==> src/rtl/mies_pkg.sv <==
// Notes on behaviour
// - subtract memory, result to accumulator, six flags
// - subtract memory, result back to memory
// - carry clear on borrow, set otherwise
// - subtract immediate into accumulator, six flags
// - nibble swap to memory or accumulator, no flags
// - skip-on-zero rewrites byte unchanged first
// - zero byte skips next, no flags
// - taken skip adds one dummy cycle
// - copy byte to accumulator, skip if zero
// - skip when selected bit is zero
// - table read via both pointers, high to latch
// - last-page table read via low pointer only
// - increment low pointer then page read
// - increment low pointer then last-page read
// - exclusive-or updates zero flag only
// - far forms reach full data memory
// - far add with carry, five flags
// - far add without carry, five flags
// - far and updates zero flag only
// - far clear byte or bit, no flags
// - far invert to memory or accumulator, zero flag
// - decimal adjust to memory, only carry
package mies_pkg;

    // ------------------------------------------------------------
    // operation codes presented by the sequencer
    // ------------------------------------------------------------
    typedef enum logic [4:0] {
        MIES_OP_NOP, MIES_OP_SUB_ACC, MIES_OP_SUB_MEM, MIES_OP_SUB_IMM,
        MIES_OP_SWAP_MEM, MIES_OP_SWAP_ACC, MIES_OP_SKIP_NULL, MIES_OP_COPY_SKIP,
        MIES_OP_BIT_SKIP, MIES_OP_TAB_PAGE, MIES_OP_TAB_LAST, MIES_OP_TAB_PAGE_INC,
        MIES_OP_TAB_LAST_INC, MIES_OP_XOR_ACC, MIES_OP_XOR_MEM, MIES_OP_XOR_IMM,
        MIES_OP_ADC_ACC, MIES_OP_ADC_MEM, MIES_OP_ADD_ACC, MIES_OP_ADD_MEM,
        MIES_OP_AND_ACC, MIES_OP_AND_MEM, MIES_OP_CLR_BYTE, MIES_OP_CLR_BIT,
        MIES_OP_INV_MEM, MIES_OP_INV_ACC, MIES_OP_BCD_ADJ
    } mies_op_type;

    // arithmetic status flags
    typedef struct packed {
        logic twos_wrap_flag;
        logic result_null_flag;
        logic half_carry_flag;
        logic unsigned_outflow_bit;
        logic signed_outflow_bit;
        logic chained_null_flag;
    } mies_flags_type;

    // one instruction request
    typedef struct packed {
        mies_op_type op;
        logic [2:0]  bit_sel;
        logic [7:0]  imm;
        logic [7:0]  mem_data;
        logic        far;
    } mies_req_type;

    // ------------------------------------------------------------
    // reset values and constants
    // ------------------------------------------------------------
    localparam logic [7:0]  MIES_ACC_RST   = 8'h00;
    localparam logic [7:0]  MIES_PTR_RST   = 8'h00;
    localparam logic [7:0]  MIES_LATCH_RST = 8'h00;
    localparam logic [5:0]  MIES_FLAG_RST  = 6'h00;
    localparam logic [3:0]  MIES_BCD_LIMIT = 4'h9;
    localparam logic [3:0]  MIES_BCD_STEP  = 4'h6;
    localparam logic [7:0]  MIES_BYTE_ZERO = 8'h00;
    localparam int          MIES_SKIP_DUMMY_CYCLES = 1;

endpackage : mies_pkg

==> src/rtl/mies_execute.sv <==
// Added by the designer: the strobed register port.
`timescale 1ns/10ps
module mies_execute #(
    parameter int PC_W   = 16,                         // program address width
    parameter int BANK_W = 1                           // bank bits added to the short data address
) (
    input  wire logic                 ref_clk,         // core clock 100 MHz
    input  wire logic                 nrst,            // async reset, active low
    input  wire mies_pkg::mies_req_type req,           // instruction request
    input  wire logic                 req_valid,       // request strobe, one cycle
    input  wire logic [7:0]           addr_in,         // short data address
    input  wire logic [BANK_W-1:0]    bank_in,         // current bank
    input  wire logic [BANK_W-1:0]    far_bank_in,     // bank from far operand
    input  wire logic [15:0]          prog_word,       // program word for table reads
    input  wire logic [7:0]           ptr_low_wdata,   // table_pointer_low load value
    input  wire logic                 ptr_low_we,      // table_pointer_low load strobe
    input  wire logic [7:0]           ptr_high_wdata,  // table_pointer_high load value
    input  wire logic                 ptr_high_we,     // table_pointer_high load strobe
    output logic [7:0]                accum,           // accumulator
    output mies_pkg::mies_flags_type  flags,           // status flags
    output logic [7:0]                mem_wdata,       // data memory write value
    output logic [BANK_W+7:0]         mem_waddr,       // full data memory address
    output logic                      mem_we,          // data memory write pulse
    output logic [PC_W-1:0]           tab_addr,        // program read address
    output logic [7:0]                table_pointer_low,
    output logic [7:0]                table_pointer_high,
    output logic [7:0]                table_latch_high,
    output logic                      skip_next,       // suppress next instruction, pulse
    output logic                      dummy_cycle      // inserted dummy cycle, pulse
);

    // ------------------------------------------------------------
    // combinational result path
    // ------------------------------------------------------------
    logic [7:0]  a, m, res;
    logic [8:0]  sum9;
    logic [4:0]  sum5;
    logic        to_mem, to_acc, arith, do_skip, is_sub, cin;
    mies_pkg::mies_flags_type fl_nxt;
    logic [7:0]  sub_b;                                // second operand after inversion
    logic        sub_c0;                               // carry into bit 0
    logic        tab_op;                               // any of the four table reads
    logic        tab_pend_r;                           // table word due on this edge
    logic [PC_W-1:0] tab_addr_nxt;
    logic [7:0]  bcd_v;
    logic        bcd_c;
    logic [7:0]  ptr_low_eff;

    assign a = accum;
    assign m = req.mem_data;

    // decimal adjust is its own function so the low and high steps read clearly
    function automatic logic [8:0] mies_bcd(input logic [7:0] v, input logic ac, input logic c);
        logic [8:0] t;
        t = {1'b0, v};
        if (v[3:0] > mies_pkg::MIES_BCD_LIMIT || ac)
            t = t + {5'h00, mies_pkg::MIES_BCD_STEP};
        if (t[7:4] > mies_pkg::MIES_BCD_LIMIT || c || t[8])
            t = t + {1'b0, mies_pkg::MIES_BCD_STEP, 4'h0};
        return t;
    endfunction : mies_bcd

    assign {bcd_c, bcd_v} = mies_bcd(a, flags.half_carry_flag, flags.unsigned_outflow_bit);

    assign tab_op = (req.op == mies_pkg::MIES_OP_TAB_PAGE ||
                     req.op == mies_pkg::MIES_OP_TAB_LAST ||
                     req.op == mies_pkg::MIES_OP_TAB_PAGE_INC ||
                     req.op == mies_pkg::MIES_OP_TAB_LAST_INC);

    // pre-increment shows on the address in the same cycle
    assign ptr_low_eff = (req.op == mies_pkg::MIES_OP_TAB_PAGE_INC ||
                          req.op == mies_pkg::MIES_OP_TAB_LAST_INC) ?
                         table_pointer_low + 8'h01 : table_pointer_low;

    always_comb begin
        fl_nxt  = flags;
        res     = m;
        to_mem  = 1'b0;
        to_acc  = 1'b0;
        arith   = 1'b0;
        is_sub  = 1'b0;
        cin     = 1'b0;
        do_skip = 1'b0;
        sum9    = 9'h000;
        sum5    = 5'h00;
        sub_b   = m;
        sub_c0  = 1'b0;
        case (req.op)
            mies_pkg::MIES_OP_SUB_ACC:  begin arith = 1'b1; is_sub = 1'b1; to_acc = 1'b1; end
            mies_pkg::MIES_OP_SUB_MEM:  begin arith = 1'b1; is_sub = 1'b1; to_mem = 1'b1; end
            mies_pkg::MIES_OP_SUB_IMM:  begin arith = 1'b1; is_sub = 1'b1; to_acc = 1'b1; end
            mies_pkg::MIES_OP_ADC_ACC:  begin arith = 1'b1; cin = flags.unsigned_outflow_bit; to_acc = 1'b1; end
            mies_pkg::MIES_OP_ADC_MEM:  begin arith = 1'b1; cin = flags.unsigned_outflow_bit; to_mem = 1'b1; end
            mies_pkg::MIES_OP_ADD_ACC:  begin arith = 1'b1; to_acc = 1'b1; end
            mies_pkg::MIES_OP_ADD_MEM:  begin arith = 1'b1; to_mem = 1'b1; end
            mies_pkg::MIES_OP_SWAP_MEM: begin res = {m[3:0], m[7:4]}; to_mem = 1'b1; end
            mies_pkg::MIES_OP_SWAP_ACC: begin res = {m[3:0], m[7:4]}; to_acc = 1'b1; end
            mies_pkg::MIES_OP_SKIP_NULL: begin
                res = m; to_mem = 1'b1;
                do_skip = (m == mies_pkg::MIES_BYTE_ZERO);
            end
            mies_pkg::MIES_OP_COPY_SKIP: begin
                res = m; to_acc = 1'b1;
                do_skip = (m == mies_pkg::MIES_BYTE_ZERO);
            end
            mies_pkg::MIES_OP_BIT_SKIP: do_skip = ~m[req.bit_sel];
            mies_pkg::MIES_OP_TAB_PAGE, mies_pkg::MIES_OP_TAB_LAST,
            mies_pkg::MIES_OP_TAB_PAGE_INC, mies_pkg::MIES_OP_TAB_LAST_INC: begin
                res = prog_word[7:0];
            end
            mies_pkg::MIES_OP_XOR_ACC: begin res = a ^ m; to_acc = 1'b1; end
            mies_pkg::MIES_OP_XOR_MEM: begin res = a ^ m; to_mem = 1'b1; end
            mies_pkg::MIES_OP_XOR_IMM: begin res = a ^ req.imm; to_acc = 1'b1; end
            mies_pkg::MIES_OP_AND_ACC: begin res = a & m; to_acc = 1'b1; end
            mies_pkg::MIES_OP_AND_MEM: begin res = a & m; to_mem = 1'b1; end
            mies_pkg::MIES_OP_CLR_BYTE: begin res = mies_pkg::MIES_BYTE_ZERO; to_mem = 1'b1; end
            mies_pkg::MIES_OP_CLR_BIT: begin
                res = m; res[req.bit_sel] = 1'b0; to_mem = 1'b1;
            end
            mies_pkg::MIES_OP_INV_MEM: begin res = ~m; to_mem = 1'b1; end
            mies_pkg::MIES_OP_INV_ACC: begin res = ~m; to_acc = 1'b1; end
            mies_pkg::MIES_OP_BCD_ADJ: begin
                res = bcd_v; to_mem = 1'b1;
                fl_nxt.unsigned_outflow_bit = bcd_c | flags.unsigned_outflow_bit;
            end
            default: ;
        endcase
        if (arith) begin
            // subtraction as a + ~b + 1 keeps carry meaning "no borrow"
            sub_b  = is_sub ? ~((req.op == mies_pkg::MIES_OP_SUB_IMM) ? req.imm : m) : m;
            sub_c0 = is_sub ? 1'b1 : cin;
            sum9 = {1'b0, a} + {1'b0, sub_b} + {8'h00, sub_c0};
            sum5 = {1'b0, a[3:0]} + {1'b0, sub_b[3:0]} + {4'h0, sub_c0};
            res  = sum9[7:0];
            fl_nxt.unsigned_outflow_bit = sum9[8];
            fl_nxt.half_carry_flag      = sum5[4];
            fl_nxt.twos_wrap_flag       = (a[7] == sub_b[7]) && (res[7] != a[7]);
            fl_nxt.signed_outflow_bit   = fl_nxt.twos_wrap_flag ^ res[7];
            fl_nxt.result_null_flag     = (res == mies_pkg::MIES_BYTE_ZERO);
            if (is_sub)
                fl_nxt.chained_null_flag = (res == mies_pkg::MIES_BYTE_ZERO) &&
                                           flags.chained_null_flag;
        end
        case (req.op)
            mies_pkg::MIES_OP_XOR_ACC, mies_pkg::MIES_OP_XOR_MEM, mies_pkg::MIES_OP_XOR_IMM,
            mies_pkg::MIES_OP_AND_ACC, mies_pkg::MIES_OP_AND_MEM,
            mies_pkg::MIES_OP_INV_MEM, mies_pkg::MIES_OP_INV_ACC:
                fl_nxt.result_null_flag = (res == mies_pkg::MIES_BYTE_ZERO);
            default: ;
        endcase
    end

    // ------------------------------------------------------------
    // accumulator and flags
    // ------------------------------------------------------------
    always_ff @(posedge ref_clk or negedge nrst) begin
        if (!nrst) begin
            accum <= mies_pkg::MIES_ACC_RST;
            flags <= mies_pkg::MIES_FLAG_RST;
        end else if (req_valid) begin
            if (to_acc)
                accum <= res;
            flags <= fl_nxt;
        end
    end

    // data memory write; far forms use their own bank, not the current one
    always_ff @(posedge ref_clk or negedge nrst) begin
        if (!nrst) begin
            mem_we    <= 1'b0;
            mem_wdata <= mies_pkg::MIES_BYTE_ZERO;
            mem_waddr <= '0;
        end else begin
            // a table read writes one cycle late, once the program word is back;
            // the sequencer must not issue a memory write in that cycle
            mem_we <= (req_valid && to_mem) || tab_pend_r;
            if (req_valid && (to_mem || tab_op))
                mem_waddr <= {req.far ? far_bank_in : bank_in, addr_in};
            if (tab_pend_r)
                mem_wdata <= prog_word[7:0];
            else if (req_valid && to_mem)
                mem_wdata <= res;
        end
    end

    // ------------------------------------------------------------
    // table pointers and latch
    // ------------------------------------------------------------
    always_ff @(posedge ref_clk or negedge nrst) begin
        if (!nrst) begin
            table_pointer_low  <= mies_pkg::MIES_PTR_RST;
            table_pointer_high <= mies_pkg::MIES_PTR_RST;
            table_latch_high   <= mies_pkg::MIES_LATCH_RST;
            tab_addr           <= '0;
            tab_pend_r         <= 1'b0;
        end else begin
            tab_pend_r <= req_valid && tab_op;
            if (req_valid && tab_op)
                tab_addr <= tab_addr_nxt;
            if (req_valid && (req.op == mies_pkg::MIES_OP_TAB_PAGE_INC ||
                              req.op == mies_pkg::MIES_OP_TAB_LAST_INC))
                table_pointer_low <= ptr_low_eff;
            else if (ptr_low_we)
                table_pointer_low <= ptr_low_wdata;
            if (ptr_high_we)
                table_pointer_high <= ptr_high_wdata;
            if (tab_pend_r)
                table_latch_high <= prog_word[15:8];
        end
    end

    // the program address is combinational from pointers, registered for the outputs
    always_comb begin
        if (req.op == mies_pkg::MIES_OP_TAB_LAST || req.op == mies_pkg::MIES_OP_TAB_LAST_INC)
            tab_addr_nxt = {{(PC_W-8){1'b1}}, ptr_low_eff};
        else
            tab_addr_nxt = {table_pointer_high[PC_W-9:0], ptr_low_eff};
    end

    // ------------------------------------------------------------
    // skip and dummy cycle
    // ------------------------------------------------------------
    always_ff @(posedge ref_clk or negedge nrst) begin
        if (!nrst) begin
            skip_next   <= 1'b0;
            dummy_cycle <= 1'b0;
        end else begin
            skip_next   <= req_valid && do_skip;
            dummy_cycle <= req_valid && do_skip;
        end
    end

    // ------------------------------------------------------------
    // checks
    // ------------------------------------------------------------
    a_sub_carry_rule: assert property (@(posedge ref_clk) disable iff (!nrst)
        req_valid && req.op == mies_pkg::MIES_OP_SUB_ACC |=>
        flags.unsigned_outflow_bit == ($past(accum) >= $past(req.mem_data)))
        else $error("subtract carry wrong");
    a_sub_acc_val: assert property (@(posedge ref_clk) disable iff (!nrst)
        req_valid && req.op == mies_pkg::MIES_OP_SUB_ACC |=>
        accum == 8'($past(accum) - $past(req.mem_data)))
        else $error("subtract result wrong");
    a_swap_acc_val: assert property (@(posedge ref_clk) disable iff (!nrst)
        req_valid && req.op == mies_pkg::MIES_OP_SWAP_ACC |=>
        accum == {$past(req.mem_data[3:0]), $past(req.mem_data[7:4])} && $stable(flags))
        else $error("swap wrong");
    a_skip_null_wb: assert property (@(posedge ref_clk) disable iff (!nrst)
        req_valid && req.op == mies_pkg::MIES_OP_SKIP_NULL |=>
        mem_we && mem_wdata == $past(req.mem_data))
        else $error("skip rewrite missing");
    a_skip_zero: assert property (@(posedge ref_clk) disable iff (!nrst)
        req_valid && req.op == mies_pkg::MIES_OP_SKIP_NULL |=>
        skip_next == ($past(req.mem_data) == 8'h00))
        else $error("skip decision wrong");
    a_skip_dummy: assert property (@(posedge ref_clk) disable iff (!nrst)
        skip_next |-> dummy_cycle ##1 !dummy_cycle)
        else $error("dummy cycle wrong");
    a_bit_skip: assert property (@(posedge ref_clk) disable iff (!nrst)
        req_valid && req.op == mies_pkg::MIES_OP_BIT_SKIP && !req.mem_data[req.bit_sel]
        |=> skip_next)
        else $error("bit skip missing");
    a_tab_latch: assert property (@(posedge ref_clk) disable iff (!nrst)
        req_valid && req.op == mies_pkg::MIES_OP_TAB_PAGE |=> ##1
        table_latch_high == $past(prog_word[15:8]) && mem_wdata == $past(prog_word[7:0]) &&
        mem_we)
        else $error("table read wrong");
    a_tab_preinc: assert property (@(posedge ref_clk) disable iff (!nrst)
        req_valid && req.op == mies_pkg::MIES_OP_TAB_PAGE_INC |=>
        table_pointer_low == 8'($past(table_pointer_low) + 8'h01))
        else $error("pre-increment missing");
    a_clr_noflag: assert property (@(posedge ref_clk) disable iff (!nrst)
        req_valid && req.op == mies_pkg::MIES_OP_CLR_BYTE |=> mem_wdata == 8'h00 && $stable(flags))
        else $error("clear wrong");

endmodule : mies_execute

==> config.mk <==
export PLATFORM = sky130hd
export DESIGN_NAME = mies_execute
export DESIGN_NICKNAME = d
export VERILOG_FILES = /design/src/rtl/mies_pkg.sv /design/src/rtl/mies_execute.sv
export SDC_FILE = /design/constraint.sdc
export NUM_CORES = 1
export LEC_CHECK = 0
export BUFFER_PORTS_ARGS = -buffer_cell sky130_fd_sc_hd__buf_2
export CORE_AREA = 5 5 159 85
export DETAILED_ROUTE_END_ITERATION = 6
export DIE_AREA = 0 0 164 90
export PLACE_DENSITY_LB_ADDON = 0.12
export SYNTH_ARGS = -nofsm -noshare
export SYNTH_HDL_FRONTEND = slang
export SYNTH_SLANG_ARGS = --single-unit
==> constraint.sdc <==
create_clock -name ref_clk -period 3.5 [get_ports ref_clk]
set_clock_uncertainty 0.1 [all_clocks]
set_input_delay 0.7 -clock ref_clk [delete_from_list [all_inputs] [get_ports ref_clk]]
set_output_delay 0.7 -clock ref_clk [all_outputs]
set_load 0.01 [all_outputs]
Yosys cells after proc, flatten, opt, wreduce, memory -nomap -nowiden
Index checks and enable logic that the tools add are counted.
Widths: inputs -> output; s select.
{"block": "word_totals", "reg_bits": 74, "wordCells": 135, "output_inout_bits": 74, "input_bits": 72}
{"block": "classes", "addsub": 7, "magnitude_cmp": 4, "n_mux": 28, "reduce_logical": 42, "bitwise_logic": 10, "eq_ne": 28}
{"op": "$pmux 8 s9", "n": 1}
{"op": "$mux 8", "n": 8}
{"op": "$eq 5x5->1 const B", "n": 11}
{"op": "$eq 5x4->1 const B", "n": 8}
{"op": "$logic_not 8->1", "n": 3}
{"op": "$not 8->8", "n": 3}
{"op": "$eq 5x3->1 const B", "n": 4}
{"op": "$mux 9", "n": 2}
{"op": "$and 8x8->8", "n": 2}
{"op": "$mux 16", "n": 1}
{"op": "$xor 8x8->8", "n": 2}
{"op": "$reduce_or 7->1", "n": 2}
{"op": "$mux 1", "n": 12}
{"op": "$reduce_or 2->1", "n": 6}
{"op": "$reduce_or 11->1", "n": 1}
{"op": "$eq 5x2->1 const B", "n": 2}
{"op": "$logic_or 1x1->1", "n": 10}
{"op": "$reduce_or 10->1", "n": 1}
{"op": "$add 8x3->9 const B", "n": 1}
{"op": "$add 8x8->9", "n": 1}
{"op": "$add 9x1->9", "n": 1}
{"op": "$add 9x7->9 const B", "n": 1}
{"op": "$add 8x1->8 const B", "n": 1}
{"op": "$gt 4x4->1 const B", "n": 2}
{"op": "20 further kinds", "n": 33}

Longest topological paths before layout
{"block": "depth", "ltp_word": 11, "mapped_depth": 17, "mapped_depth_nobuf": 14}

Least setup slack after synthesis
Ideal clock, no wire load.
{"block": "synth_timing", "path_type": "input to register", "from": "input req[22] (netlist name)", "to": "register flags[4] (netlist name)", "stages": 16, "t_arrival_ns": 4.409, "slack_ns": -1.105, "setup_ns": 0.095, "required_ns": 3.305, "path_buffers": 3, "cell_sequence": "clkbuf_1 > clkbuf_1 > clkbuf_1 > nor3_1 > nand2_1 > nand3_1 > o221a_2 > fa_1 > fa_1 > xor2_1 > nand2_1 > o31ai_1 > a31oi_1 > a211o_1 > or4_1 > o31ai_1"}
{"block": "synth_via", "elab_chain_len": 9, "elab_cells_between_ends": 49, "cone_classes": "add/sub (2); eq/ne (23); mux (10); bitwise (1); reduce/logical (13)"}
{"element": "start, declared", "line_no": "mies_execute.sv:9", "text": "input wire mies_pkg::mies_req_type req,"}
{"element": "$eq 5x2->1, or another cell as far along", "line_no": "mies_execute.sv:88, mies_execute.sv:130"}
{"element": "$reduce_or 3->1 (no source line) / $mux 8 (equally long branches)"}
{"element": "$mux 1 / $not 8->8 (equally long branches)", "line_no": "mies_execute.sv:88, mies_execute.sv:130"}
{"element": "$mux 8", "line_no": "mies_execute.sv:130", "text": "sub_b = is_sub ? ~((req.op == mies_pkg::MIES_OP_SUB_IMM) ? req.imm : m) : m;"}
{"element": "$add 8x8->9", "line_no": "mies_execute.sv:132", "text": "sum9 = {1'b0, a} + {1'b0, sub_b} + {8'h00, sub_c0};"}
{"element": "$add 9x1->9", "line_no": "mies_execute.sv:132"}
{"element": "$logic_not 8->1 / $mux 8 (equally long branches)", "line_no": "mies_execute.sv:139, mies_execute.sv:128"}
{"element": "$mux 5 / $logic_not 8->1 (equally long branches)", "line_no": "mies_execute.sv:128, mies_execute.sv:148"}
{"element": "$mux 1", "line_no": "mies_execute.sv:144", "text": "case (req.op)"}
{"element": "end signal, assigned", "line_no": "mies_execute.sv:159", "text": "flags <= mies_pkg::MIES_FLAG_RST;"}
{"element": "end signal, assigned", "line_no": "mies_execute.sv:163", "text": "flags <= fl_nxt;"}
{"element": "end, declared", "line_no": "mies_execute.sv:20", "text": "output mies_pkg::mies_flags_type flags,"}
Parallel ways exist; a longest one is shown, timed or not. The select of a mux whose other input is x is not followed.
A chain may end at the register's enable or synchronous reset.

Worst setup path after layout
{"block": "layout_timing", "from": "input req[22] (netlist name)", "to": "register mem_wdata[6]"}
{"block": "layout_via", "elab_chain_len": 9, "elab_cells_between_ends": 49, "cone_classes": "add/sub (2); eq/ne (24); mux (11); bitwise (1); reduce/logical (11)"}
{"element": "$eq 5x2->1, or another cell as far along", "line_no": "mies_execute.sv:88, mies_execute.sv:130"}
{"element": "$reduce_or 3->1 (no source line) / $mux 8 (equally long branches)"}
{"element": "$mux 1 / $not 8->8 (equally long branches)", "line_no": "mies_execute.sv:88, mies_execute.sv:130"}
{"element": "$mux 8", "line_no": "mies_execute.sv:130"}
{"element": "$add 8x8->9", "line_no": "mies_execute.sv:132"}
{"element": "$add 9x1->9", "line_no": "mies_execute.sv:132"}
{"element": "$mux 8", "line_no": "mies_execute.sv:128", "text": "if (arith) begin"}
{"element": "$mux 8", "line_no": "mies_execute.sv:181", "text": "else if (req_valid && to_mem)"}
{"element": "$mux 8", "line_no": "mies_execute.sv:179", "text": "if (tab_pend_r)"}
{"element": "end signal, assigned", "line_no": "mies_execute.sv:171", "text": "mem_wdata <= mies_pkg::MIES_BYTE_ZERO;"}
{"element": "end signal, assigned", "line_no": "mies_execute.sv:180", "text": "mem_wdata <= prog_word[7:0];"}
{"element": "end signal, assigned", "line_no": "mies_execute.sv:182", "text": "mem_wdata <= res;"}
{"element": "end, declared", "line_no": "mies_execute.sv:21", "text": "output logic [7:0] mem_wdata,"}
Parallel ways exist; a longest one is shown, timed or not. The select of a mux whose other input is x is not followed.

==> flow_metrics.env <==
export IMPL_r2r_start="accum[3]"
export IMPL_async_flop_share_pct=100.0
export IMPL_ys_warn_count=0
export IMPL_cellPowerDensity_nw_per_um2=584.6
export IMPL_cts_sinks=74
export IMPL_synth_top_area_share_pct=35.46
export IMPL_ys_flop_type="dfrtp_1"
export IMPL_io_pin_count=146
export IMPL_gp_congestion=0.9847
export IMPL_worstSkewPairLatency_ns=0.34
export IMPL_timing_rr_end="flags[4]"
export IMPL_chipWidth_um=164
export IMPL_whs_ns=0.3800
export IMPL_max_freq_mhz=286.0
export IMPL_die_h_um=90
export IMPL_grt_overflow=0
export IMPL_rsz0062_at_grt="yes"
export IMPL_hold_end="tab_addr[15]"
export IMPL_ys_types=67
export IMPL_worstPathArrival_ns=3.66
export IMPL_maxCapViolations=0
export IMPL_grt_pass1_wl_um=32600
export IMPL_dieArea_sq_um=14760
export IMPL_period_needed_ns=3.497
export IMPL_insertedDiodeCount=0
export IMPL_area_growth_pct=34.16
export IMPL_hold_buffers=0
export IMPL_hpwl_um=16580
export IMPL_synth_largest_area_cell="dfrtp_1"
export IMPL_drtIter0Drc=519
export IMPL_start_util_pct=43.09
export IMPL_syn_area_sq_um=5223
export IMPL_ys_seq_area_share_pct=35.46
export IMPL_worstSetupPathType="in -> reg"
export IMPL_num_vias=5794
export IMPL_vdd_ir_drop_max_mv=0.3530
export IMPL_final_cell_mix="buf_2, buf_4, nand2_1, dfrtp_1, o21ai_0"
export IMPL_grt_start_max_net_pins=75
export IMPL_r2r_cells=8
export IMPL_routedWlPerCell_um=21.95
export IMPL_crit_fanout=4
export IMPL_startpoint="req[22]"
export IMPL_drc=0
export IMPL_vias_per_cell=5.943
export IMPL_timing_final_crit_share_pct=99.91
export IMPL_synth_seq_cells=74
export IMPL_finalHoldViolCount=0
export IMPL_htreeDepth=3
export IMPL_setup_viol=0
export IMPL_portBuffers=145
export IMPL_synth_nets=698
export IMPL_clk_pin_slew_worst_paths_ns=0.07
export IMPL_min_from="tab_addr[15]"
export IMPL_drt_wl_total_um=21400
export IMPL_layout_commonest_cell="buf_2"
export IMPL_regToRegSetupSlack_ns=0.32
export IMPL_yosys_top_cells_area="dfrtp_1, mux2_2, o21ai_0"
export IMPL_nets=884
export IMPL_grt_pass1_vias=5557
export IMPL_cts_buffers=9
export IMPL_status="complete, no violations"
export IMPL_worstSetupStartpointType="input port"
export IMPL_tightestPinTransition_ns=0.9723
export IMPL_syn_inst=614
export IMPL_synth_edf_count=0
export IMPL_avgSynthCellArea_sq_um=8.506
export IMPL_final_layout_size_suffix_gt1_share_pct=36.77
export IMPL_grtUsageTotal_pct=28.50
export IMPL_antenna_found_initial=0
export IMPL_core_sq_um=12120
export IMPL_slew_headroom_pct=35.18
export IMPL_slew_violations=0
export IMPL_cts_tree="yes"
export IMPL_min_path_cells=2
export IMPL_cp_end_kind="flip-flop"
export IMPL_leakage_nw=3.236
export IMPL_drt_pass1_iterations=5
export IMPL_cts_root_buf="clkbuf_16"
export IMPL_final_setup_tns_ns=0
export IMPL_ant_nets=0
export IMPL_cts_max_path_buffers=2
export IMPL_row_count=29
export IMPL_worstPathRequired_ns=3.66
export IMPL_hold_path_class="reg -> reg"
## cells by family (layout without fill, tap and decap cells)
family | Yosys count | after routing | synth area share [%]
multiplexers | 44 | 44 | 9.415
adder cells (fa/ha/maj) | 12 | 12 | 3.162
AO/OA/AOI/OAI | 181 | 181 | 22.78
AND/OR/NAND/NOR | 215 | 215 | 20.27
XOR/XNOR | 24 | 24 | 4.025
buffers and inverters | 64 | 255 | 4.887
flip-flops | 74 | 74 | 35.46
## how the worst max path moves through the flow
stage                        end  slack, ns  depth (start not counted)
finish              mem_wdata[6]      0.003                         15
global route        mem_wdata[6]       -0.1                         15
global placement    mem_wdata[6]      -0.31                         15
floorplan               flags[4]      -0.43                         15
CTS                     flags[4]      0.004                         16
detailed placement      flags[4]      -0.39                         16
## Yosys cell counts (7+ instances only)
master	n
a211oi_1	9
a21oi_1	32
a221oi_1	7
clkbuf_1	36
dfrtp_1	74
ha_1	10
inv_1	17
mux2_2	31
mux2i_1	12
nand2_1	75
nand2b_1	12
nand3_1	14
nor2_1	38
nor2b_1	10
nor3_1	21
o21ai_0	62
o221ai_1	8
xnor2_1	13
xor2_1	11
## timing repair
action                     CTS  global route
setup buffers                0             4
setup endpoints to repair    2            10
gates resized for setup      3            15
pin swaps                    2            12
## worst max-delay path: stages
cell	delay [ns]
buf_6	0.10
nor3_4	0.22
buf_6	0.14
nand3_4	0.08
o221a_4	0.24
fa_2	0.37
fa_2	0.38
nor2b_4	0.13
o21ai_2	0.07
a21boi_2	0.18
or4_1	0.14
o211ai_1	0.20
a221oi_2	0.43
mux2i_1	0.13
o21ai_1	0.13
## where the power goes
group	internal (W)	switching (W)
Sequential	0.00105	0.000275
Clock	0.000566	0.000424
Combinational	0.000801	0.000978
Total	0.00242	0.00168
## sequential cells by signal (all words and copies together), names as in the netlist
signal and flops:
tab_addr 16, mem_waddr 9, accum 8, mem_wdata 8, table_latch_high 8, table_pointer_high 8
table_pointer_low 8, flags 6, dummy_cycle 1, mem_we 1, tab_pend_r 1
## per-stage QoR
stage          util, %  power [W]  cells  instance area [sq um]  setup WS, ns
2_1_floorplan        -   0.002202    614                   5325       -0.4285
3_3_place_gp     54.36   0.002980    955                   6588       -0.3087
3_5_place_dp     54.36   0.003016    955                   6588       -0.3939
4_1_cts          57.05   0.004040    971                   6914      0.004001
5_1_grt          57.82   0.004301    975                   7007      -0.09592
6_report         57.82   0.004096    975                   7007      0.003205
## final cells by class
class,instances,area [sq um]
clock buffers,9,225.2
clock inverters,7,82.58
fillers,1103,5112
inverters,17,63.81
multi-input cells,476,3232
flip-flops and latches,74,1852
well taps,170,212.7
repair buffers,222,1339
## routing by layer
metal	global-route usage [%]	vias to the layer above	routed length, um
met3	10.79	23	2704
met4	4.117	2	165
met5	2.098	-	34
met1	46.28	2786	10490
met2	35.06	352	8005
li1	-	2631	-
Power figures use the tool's default switching activity.
